`src/meot_consts.svh`:
```
/*
  Constants for the motion event output trigger: offsets, fields, resets.
  Assumes inclusion by bare name from the top module and the testbench.
*/
// Contract
// - Polarity 0 normally open, 1 closed; default 0
// - Polarity sets done output active level
// - New polarity acts only after store and reset
// - Nothing stored: power up loads default polarity
// - Event writes only in sequence or mode 0
// - Two event channels, both active together
// - Each channel targets output 1 to 4
// - Each channel holds target level 0 or 1
// - Time source fires after programmed milliseconds
// - Distance source fires when travel reaches threshold
// - Speed source fires when speed reaches setpoint
// - Writing zero deactivates the channel
// - Channel stays active until cleared
// - Clearing leaves target output unchanged
// - Each motion start restarts evaluation
// - Trigger drives target output to configured level
// - No event transitions on system-assigned output
`ifndef MEOT_CONSTS_SVH
`define MEOT_CONSTS_SVH
`define MEOT_ADDR_POL 4'h0
`define MEOT_ADDR_CMD 4'h1
`define MEOT_ADDR_MODE 4'h2
`define MEOT_ADDR_IO 4'h3
`define MEOT_ADDR_EV1 4'h4
`define MEOT_ADDR_EV2 4'h5
`define MEOT_ADDR_THR1 4'h6
`define MEOT_ADDR_THR2 4'h7
`define MEOT_ADDR_STAT 4'h8
`define MEOT_POL_DEFAULT 1'h0
`define MEOT_SRC_TIME 2'h1
`define MEOT_SRC_DIST 2'h2
`define MEOT_SRC_SPEED 2'h3
`define MEOT_SEL_NONE 3'h0
`define MEOT_SEL_MAX 3'h4
`define MEOT_TIME_MAX_MS 32'h0007a120
`define MEOT_SPEED_MIN 32'h00000001
`define MEOT_MS_PER_S 1000
`define MEOT_CLK_HZ 10000000
`define MEOT_LATCH_RESET 4'h0
`define MEOT_MODE_IMMEDIATE 8'h00
`endif

```
`src/meot_pkg.sv`:
```
/*
  Types for the motion event output trigger.
  Does not include the constants header and uses none of its macros.
*/
package meot_pkg;
  typedef struct packed {
    logic active;
    logic [1:0] src;
    logic level;
    logic [2:0] sel;
  } meot_ev_cfg_type;

  typedef enum logic [1:0] {
    MEOT_IDLE = 2'b01,
    MEOT_RUN = 2'b10
  } meot_motion_type;
endpackage

```
`src/meot_top.sv`:
```
/*
  Motion event output trigger: done output polarity with stored copy,
  two event channels driving four general outputs, Avalon-MM slave.
  Assumes motion inputs are synchronous to clk_i and update_i is a pulse.
*/
// The Avalon-MM interface to the registers and the register offsets were chosen for this implementation.
`timescale 1ns/100ps
`include "meot_consts.svh"
module meot_top
  import meot_pkg::*;
#(
  parameter int MS_CYCLES = `MEOT_CLK_HZ / `MEOT_MS_PER_S,
  parameter logic [31:0] POS_LIMIT = 32'h00ffffff,
  parameter logic [31:0] VEL_LIMIT = 32'h000fffff
) (
  // Clock and resets
  input wire logic clk_i,
  input wire logic srst_i,
  input wire logic pwr_up_i,
  // Avalon-MM slave
  input wire logic [5:0] avs_address_i,
  input wire logic avs_read_i,
  input wire logic avs_write_i,
  input wire logic [31:0] avs_writedata_i,
  output logic [31:0] avs_readdata_o,
  output logic avs_waitrequest_o,
  // Motion controller
  input wire logic seq_write_i,
  input wire logic motion_start_i,
  input wire logic motion_end_i,
  input wire logic update_i,
  input wire logic motion_done_i,
  input wire logic [31:0] travel_i,
  input wire logic [31:0] speed_i,
  // General outputs
  output logic [3:0] gen_out_o
);
  logic ack, next_ack;
  logic [31:0] rdata, next_rdata;
  logic pol_pending, next_pol_pending;
  logic pol_active;
  logic pol_saved, next_pol_saved;
  logic saved_valid, next_saved_valid;
  logic [7:0] mode, next_mode;
  logic [3:0] latch, next_latch;
  logic [2:0] done_sel, next_done_sel;
  logic refused, next_refused;
  meot_ev_cfg_type cfg [2];
  meot_ev_cfg_type next_cfg [2];
  logic [31:0] thr [2];
  logic [31:0] next_thr [2];
  logic [1:0] fired, next_fired;
  meot_motion_type mstate, next_mstate;
  logic [31:0] ms_div, next_ms_div;
  logic [31:0] elapsed, next_elapsed;
  logic [3:0] out_q, next_out_q;
  logic wr_go, rd_go, ev_allowed;
  logic [3:0] widx;
  logic [1:0] fire;

  // Out-of-range settings are refused whole, never clipped
  function automatic logic cfg_ok(meot_ev_cfg_type c, logic [31:0] t);
    logic ok;
    ok = (c.sel != `MEOT_SEL_NONE) && (c.sel <= `MEOT_SEL_MAX);
    case (c.src)
      `MEOT_SRC_TIME: ok = ok && (t <= `MEOT_TIME_MAX_MS);
      `MEOT_SRC_DIST: ok = ok && (t <= POS_LIMIT);
      `MEOT_SRC_SPEED: ok = ok && (t >= `MEOT_SPEED_MIN) &&
                            (t <= VEL_LIMIT);
      default: ok = 1'b0;
    endcase
    return ok;
  endfunction

  function automatic logic cond_met(meot_ev_cfg_type c, logic [31:0] t,
                                    logic [31:0] el, logic [31:0] tr,
                                    logic [31:0] sp);
    logic m;
    case (c.src)
      `MEOT_SRC_TIME: m = (el >= t);
      `MEOT_SRC_DIST: m = (tr >= t);
      `MEOT_SRC_SPEED: m = (sp >= t);
      default: m = 1'b0;
    endcase
    return m;
  endfunction

  function automatic logic [1:0] pin_idx(logic [2:0] s);
    logic [2:0] d;
    d = s - 3'h1;
    return d[1:0];
  endfunction

  assign avs_waitrequest_o = (avs_read_i | avs_write_i) & ~ack;
  assign avs_readdata_o = rdata;
  assign gen_out_o = out_q;
  assign wr_go = avs_write_i & ack;
  assign rd_go = avs_read_i & ~ack;
  assign widx = avs_address_i[5:2];
  assign ev_allowed = seq_write_i || (mode == `MEOT_MODE_IMMEDIATE);

  always_comb begin
    next_ack = (avs_read_i | avs_write_i) & ~ack;
    next_rdata = rdata;
    if (rd_go) begin
      case (widx)
        `MEOT_ADDR_POL: next_rdata = {29'h0, saved_valid, pol_active,
                                      pol_pending};
        `MEOT_ADDR_MODE: next_rdata = {24'h0, mode};
        `MEOT_ADDR_IO: next_rdata = {23'h0, refused, 1'b0, done_sel,
                                     latch};
        `MEOT_ADDR_EV1: next_rdata = {25'h0, cfg[0]};
        `MEOT_ADDR_EV2: next_rdata = {25'h0, cfg[1]};
        `MEOT_ADDR_THR1: next_rdata = thr[0];
        `MEOT_ADDR_THR2: next_rdata = thr[1];
        `MEOT_ADDR_STAT: next_rdata = {24'h0, out_q, 1'b0,
                                       mstate == MEOT_RUN, fired};
        default: next_rdata = 32'h0;
      endcase
    end
  end

  always_comb begin
    next_pol_pending = pol_pending;
    next_pol_saved = pol_saved;
    next_saved_valid = saved_valid;
    next_mode = mode;
    next_done_sel = done_sel;
    next_refused = refused;
    next_cfg = cfg;
    next_thr = thr;
    if (wr_go) begin
      case (widx)
        `MEOT_ADDR_POL: next_pol_pending = avs_writedata_i[0];
        `MEOT_ADDR_CMD: begin
          if (avs_writedata_i[0]) begin
            next_pol_saved = pol_pending;
            next_saved_valid = 1'b1;
          end
        end
        `MEOT_ADDR_MODE: next_mode = avs_writedata_i[7:0];
        `MEOT_ADDR_IO: begin
          next_done_sel = avs_writedata_i[6:4];
          next_refused = 1'b0;
        end
        `MEOT_ADDR_EV1, `MEOT_ADDR_EV2: begin
          if (!ev_allowed) begin
            next_refused = 1'b1;
          end else if (avs_writedata_i[6:0] == 7'h0) begin
            next_cfg[widx[0]] = '0;
          end else if (cfg_ok(avs_writedata_i[6:0], thr[widx[0]])) begin
            next_cfg[widx[0]] = avs_writedata_i[6:0];
            next_cfg[widx[0]].active = 1'b1;
          end else begin
            next_refused = 1'b1;
          end
        end
        `MEOT_ADDR_THR1, `MEOT_ADDR_THR2: begin
          if (ev_allowed) begin
            next_thr[widx[0]] = avs_writedata_i;
          end else begin
            next_refused = 1'b1;
          end
        end
        default: next_refused = refused;
      endcase
    end
    if (pwr_up_i) begin
      next_saved_valid = 1'b0;
      next_pol_saved = `MEOT_POL_DEFAULT;
    end
  end

  always_comb begin
    next_mstate = mstate;
    next_fired = fired;
    next_ms_div = ms_div;
    next_elapsed = elapsed;
    next_latch = latch;
    fire = 2'b00;
    if (wr_go && widx == `MEOT_ADDR_IO) begin
      next_latch = avs_writedata_i[3:0];
    end
    case (mstate)
      MEOT_IDLE: begin
        if (motion_start_i) begin
          next_mstate = MEOT_RUN;
        end
      end
      MEOT_RUN: begin
        if (motion_end_i) begin
          next_mstate = MEOT_IDLE;
        end
        if (ms_div == 32'(MS_CYCLES - 1)) begin
          next_ms_div = 32'h0;
          if (elapsed != 32'hffffffff) begin
            next_elapsed = elapsed + 32'h1;
          end
        end else begin
          next_ms_div = ms_div + 32'h1;
        end
        for (int i = 0; i < 2; i++) begin
          if (update_i && cfg[i].active && !fired[i] &&
              cond_met(cfg[i], thr[i], elapsed, travel_i, speed_i)) begin
            fire[i] = 1'b1;
            next_fired[i] = 1'b1;
            if (cfg[i].sel != done_sel) begin
              next_latch[pin_idx(cfg[i].sel)] = cfg[i].level;
            end
          end
        end
      end
      default: next_mstate = MEOT_IDLE;
    endcase
    if (motion_start_i) begin
      next_fired = 2'b00;
      next_ms_div = 32'h0;
      next_elapsed = 32'h0;
    end
  end

  always_comb begin
    for (int k = 0; k < 4; k++) begin
      if (done_sel != `MEOT_SEL_NONE && pin_idx(done_sel) == 2'(k)) begin
        next_out_q[k] = motion_done_i ^ pol_active;
      end else begin
        next_out_q[k] = next_latch[k];
      end
    end
  end

  // Stored polarity survives srst_i; only pwr_up_i wipes it
  always_ff @(posedge clk_i) begin
    pol_saved <= next_pol_saved;
    saved_valid <= next_saved_valid;
  end

  always_ff @(posedge clk_i) begin
    if (srst_i) begin
      ack <= 1'b0;
      rdata <= 32'h0;
      pol_pending <= `MEOT_POL_DEFAULT;
      mode <= `MEOT_MODE_IMMEDIATE;
      done_sel <= `MEOT_SEL_NONE;
      refused <= 1'b0;
      cfg <= '{default: '0};
      thr <= '{default: 32'h0};
      fired <= 2'b00;
      mstate <= MEOT_IDLE;
      ms_div <= 32'h0;
      elapsed <= 32'h0;
      latch <= `MEOT_LATCH_RESET;
      out_q <= `MEOT_LATCH_RESET;
    end else begin
      ack <= next_ack;
      rdata <= next_rdata;
      pol_pending <= next_pol_pending;
      mode <= next_mode;
      done_sel <= next_done_sel;
      refused <= next_refused;
      cfg <= next_cfg;
      thr <= next_thr;
      fired <= next_fired;
      mstate <= next_mstate;
      ms_div <= next_ms_div;
      elapsed <= next_elapsed;
      latch <= next_latch;
      out_q <= next_out_q;
    end
  end

  // Polarity load one edge after release, from storage or default
  logic rst_d;
  always_ff @(posedge clk_i) begin
    rst_d <= srst_i;
  end
  logic pol_load;
  assign pol_load = rst_d && !srst_i;
  logic pol_load_val;
  assign pol_load_val = saved_valid ? pol_saved : `MEOT_POL_DEFAULT;

  // Sole driver of the active polarity
  always_ff @(posedge clk_i) begin
    if (srst_i) begin
      pol_active <= `MEOT_POL_DEFAULT;
    end else if (pol_load) begin
      pol_active <= pol_load_val;
    end
  end

  chk_pol_reload: assert property (@(posedge clk_i)
    $fell(srst_i) |=> pol_active == pol_load_val)
    else $error("polarity not reloaded after reset");
  chk_pol_stable: assert property (@(posedge clk_i) disable iff (srst_i)
    !pol_load |=> $stable(pol_active))
    else $error("polarity changed without reset");
  chk_done_level: assert property (@(posedge clk_i) disable iff (srst_i)
    done_sel == 3'h1 |=> out_q[0] == ($past(motion_done_i) ^ pol_active))
    else $error("done output level wrong");
  chk_ev_refused: assert property (@(posedge clk_i) disable iff (srst_i)
    wr_go && widx == `MEOT_ADDR_EV1 && !ev_allowed |=> $stable(cfg[0]))
    else $error("event write taken outside mode 0");
  chk_clear_ev: assert property (@(posedge clk_i) disable iff (srst_i)
    wr_go && widx == `MEOT_ADDR_EV2 && ev_allowed &&
    avs_writedata_i[6:0] == 7'h0 |=> !cfg[1].active)
    else $error("channel not cleared");
  chk_clear_keep: assert property (@(posedge clk_i) disable iff (srst_i)
    wr_go && widx == `MEOT_ADDR_EV1 && fire == 2'b00 |=> $stable(latch))
    else $error("clear touched output");
  chk_fire_level: assert property (@(posedge clk_i) disable iff (srst_i)
    fire[0] && cfg[0].sel != done_sel && !fire[1] |=>
    latch[pin_idx($past(cfg[0].sel))] == $past(cfg[0].level))
    else $error("fired output not at level");
  chk_sys_block: assert property (@(posedge clk_i) disable iff (srst_i)
    fire[1] && cfg[1].sel == done_sel && !fire[0] && !wr_go
    |=> $stable(latch))
    else $error("system output moved by event");
  chk_fire_once: assert property (@(posedge clk_i) disable iff (srst_i)
    fire[0] && !motion_start_i |=> !fire[0])
    else $error("channel fired twice");
  chk_rearm: assert property (@(posedge clk_i) disable iff (srst_i)
    motion_start_i |=> fired == 2'b00 && elapsed == 32'h0)
    else $error("start did not rearm");
  chk_wait_one: assert property (@(posedge clk_i) disable iff (srst_i)
    $rose(avs_read_i) |-> avs_waitrequest_o ##1 !avs_waitrequest_o)
    else $error("waitrequest timing wrong");
  cov_fire_both: cover property (@(posedge clk_i) fire == 2'b11);
  cov_time_fire: cover property (@(posedge clk_i)
    fire[0] && cfg[0].src == `MEOT_SRC_TIME);
  cov_refused: cover property (@(posedge clk_i) $rose(refused));
  cov_store: cover property (@(posedge clk_i) $rose(saved_valid));
endmodule

```
`config.mk`:
```
export PLATFORM = sky130hd
export DESIGN_NAME = meot_top
export DESIGN_NICKNAME = d
export VERILOG_FILES = /design/src/meot_pkg.sv /design/src/meot_top.sv
export VERILOG_INCLUDE_DIRS = /design/src
export SDC_FILE = /design/constraint.sdc
export NUM_CORES = 1
export LEC_CHECK = 0
export BUFFER_PORTS_ARGS = -buffer_cell sky130_fd_sc_hd__buf_4
export CAP_MARGIN = 15
export CELL_PAD_IN_SITES_DETAIL_PLACEMENT = 0
export CELL_PAD_IN_SITES_GLOBAL_PLACEMENT = 1
export CORE_ASPECT_RATIO = 1.4
export CORE_MARGIN = 2
export CORE_UTILIZATION = 33
export DETAILED_ROUTE_END_ITERATION = 7
export PLACE_DENSITY = 0.6
export SYNTH_ARGS = -nofsm -noshare
export SYNTH_HDL_FRONTEND = slang
export SYNTH_SLANG_ARGS = --single-unit
```
`constraint.sdc`:
```
create_clock -name clk_i -period 5.17 [get_ports clk_i]
set_clock_uncertainty 0.2 [all_clocks]
set_input_delay 0.7755 -clock clk_i [delete_from_list [all_inputs] [get_ports clk_i]]
set_output_delay 0.7755 -clock clk_i [all_outputs]
set_load 0.1 [all_outputs]
```
==> results.yml <==
yosys:
  yosysWarnings: 0
  syn_avg_cell_area_um2: 8.39
  synth_compound_area_share_pct: 15.1
  syn-instance-count: 1619
  synth-edff-count: 0
  synthTopCellsByCount: "nor2_1, dfxtp_1, ha_1"
  synth.area.mux_share_pct: 7.00
  netlist_area_mm2: 0.0136
  async_flop_share_pct: 0
  synth-seq-area-share_pct: 30.1
  yosys_most_used_dff: "dfxtp_1"
  syn_nets: 1929
  synthTopCellsByArea: "dfxtp_1, ha_1, nor2_1"
  ys_ff_latch: 204
  yosys.area_share.simple_pct: 21.6
  synth_most_common_cell: "nor2_1"
  yosys.cell_types.count: 79
  synth_top_area_share_pct: 30.1
  yosys.area_share.xor_xnor_pct: 3.42
  yosysTopAreaCell: "dfxtp_1"
  synthAdderAreaFrac_pct: 18.2
  synth_top_family_by_area: "simple AND/OR/NAND/NOR gates"
cells_and_area:
  fin_cells: 2294
  multi_input_area_mm2: 0.00891
  finish.utilization_pct: 39.1
  fin_area_mm2: 0.0160
  n_antenna_cell: 0
  area_growth_syn_to_layout_pct: 17.8
  nNetsFinal: 2047
  drive_gt1_share_pct: 13.3
  area.sequential_mm2: 0.00408
  fillers: 4335
route:
  viasPerCell: 5.36
  wl_per_cell_um: 20.0
  dr_total_vias: 12300
  antenna_left: 0
  finalWirelength_um: 45900
  drc_errors: 0
  drtIter0Drc: 750
  drtPass1Iterations: 7
floorplanning:
  start_util_pct: 33.2
  fp.dieW_um: 175
  rows: 88
  design.die.area_mm2: 0.0428
  ios: 149
  die_h_um: 244
  core_area_mm2: 0.0410
clocking:
  cts_post_setup_buffers_inserted: 0
  clk_transition_reported_paths_ns: 0.06
  clockRootBuffer: "clkbuf_16"
  post_cts_resized: 0
  ctsHoldBuffers: 0
  cts_buffers: 23
  htreeDepth: 1
  clk_path_buf_depth: 3
  cts_tree: "built"
  cts_sinks: 204
  clk_latency_ns: 0.55
worst_setup_path:
  crit_start: "thr[23]$_SDFFE_PP0P_"
  critPathRequiredTime_ns: 5.38
  start_kind: "flip-flop"
  cp-endpoint: "gen_out_o[3]$_SDFF_PP0_"
  rr_worst_depth: 11
  crit_fanout: 9
  path_class: "reg -> reg"
  end_kind: "flip-flop"
  critical_path_arrival_ns: 4.10
  reg2reg_slack_ns: 1.27
  rr_startpoint: "thr[23]$_SDFFE_PP0P_"
  r2r-end: "gen_out_o[3]$_SDFF_PP0_"
placed_design:
  placed_cell_area_mm2: 0.0152
  port_buffers: 146
  globalplace.congestion: 0.878
  dp_hpwl_um: 36500
  dp.cells: 2252
hold_path:
  hp-class: "in -> reg"
sta:
  fin_crit_sh_pct: 75.4
  hold_viol: 0
  rsz0062_at_grt: "false"
  finalMaxSlewViolations: 0
  slew_headroom_pct: 27.0
  worst_slew_pin_slew_ns: 1.09
  max_freq_mhz: 257
  fin_setup_tns_ns: 0
  setup_viol_count_final: 0
  period_minus_slack_ns: 3.90
job:
  maxCapViolations: 0
global_route:
  antenna_found_initial: 0
  grt_max_degree: 90
  grt_pass1_wl_um: 70000
  overflow: 0
  grt_pass1_vias: 12100
  grt.total_usage_pct: 21.1
power_and_ir_drop:
  ir_drop_uv: 215
  finalPower_uw: 3740
  power_density_mw_per_mm2: 234
  p_leak_uw: 0.00598
run_status:
  status: "finished clean"
critical path: stages, from the launching register on:
cell and delay, ns:
dfxtp_1 0.42, inv_1 0.15, ha_1 0.35, nand4_1 0.18
nor4_1 0.49, a2111oi_0 0.23, o211ai_1 0.13, a31oi_1 0.15
nor4b_2 0.79, nand3b_1 0.14, a31oi_1 0.40, a211oi_1 0.13
per-layer routing:
metal / part of all wire [%] / routed length, um / track usage (%) / up-vias
li1: - / - / - / 6098
met1: 42 / 19200 / 24.8 / 5811
met2: 51 / 23300 / 38.8 / 291
met3: 3.9 / 1790 / 2.46 / 85
met4: 3.5 / 1630 / 7.92 / 0
met5: 0 / 0 / 0 / -
stage by stage:
stage / hold WS, ns / setup WS (ns)
2_1_floorplan: 0.233 / 1.68
3_3_place_gp: 0.268 / 0.995
3_5_place_dp: 0.273 / 0.981
4_1_cts: 0.166 / 1.26
5_1_grt: 0.186 / 1.08
6_report: 0.194 / 1.27
cell usage in the layout (no fill, tap or decap), types with 20 or more instances in the layout:
| cell type | n |
|---|---|
| ha_1 | 198 |
| mux2i_1 | 86 |
| nand2b_1 | 21 |
| nor3_1 | 31 |
| xnor2_1 | 27 |
| o21ai_0 | 47 |
| nand4_1 | 44 |
| buf_4 | 155 |
| xor2_1 | 26 |
| nand3_1 | 48 |
| inv_1 | 90 |
| nor2b_1 | 20 |
| a21oi_1 | 132 |
| a22oi_1 | 38 |
| dfxtp_1 | 204 |
| clkbuf_16 | 23 |
| nand2_1 | 97 |
| nor2_1 | 232 |
cell type report:
class | count | share of cell area, %
multi-input cells | 1263 | 55.7
flip-flops and latches | 204 | 25.5
repair buffers | 155 | 7.27
clock buffers | 34 | 4.35
well taps | 540 | 4.22
inverters | 90 | 2.11
clock inverters | 8 | 0.852
flip-flops by register name, summed over array words and instances (netlist names), 2 cells and up:
signal	cells
mode	8
ms_div	32
fired	2
elapsed	32
gen_out_o	4
thr	64
done_sel	3
avs_readdata_o	32
cfg	14
mstate	2
latch	4
worst min-delay path by stage:
stage	startpoint	endpoint	slack, ns	cells after the start
4_1_cts	pwr_up_i	saved_valid$_SDFFE_PP0P_	0.17	2
2_1_floorplan	saved_valid$_SDFFE_PP0P_	saved_valid$_SDFFE_PP0P_	0.23	2
5_1_grt	pwr_up_i	saved_valid$_SDFFE_PP0P_	0.19	2
3_3_place_gp	ms_div[1]$_SDFFE_PP0P_	ms_div[1]$_SDFFE_PP0P_	0.27	2
3_5_place_dp	rst_d$_DFF_P_	pol_active$_SDFFE_PP0P_	0.27	2
6_report	pwr_up_i	saved_valid$_SDFFE_PP0P_	0.19	2
power by group:
| part | switching, uW | total, uW | internal (uW) |
|---|---|---|---|
| Sequential | 6.45 | 1580 | 1580 |
| Combinational | 215 | 359 | 144 |
| Clock | 711 | 1800 | 1090 |
cell families after synthesis:
| kind of cell | Yosys count |
|---|---|
| mux | 94 |
| xor+xnor | 53 |
| simple gates | 592 |
| flops | 204 |
| buf+inv | 152 |
| compound gates | 326 |
| fa+ha+maj | 198 |
Power figures use the tool's default switching activity.
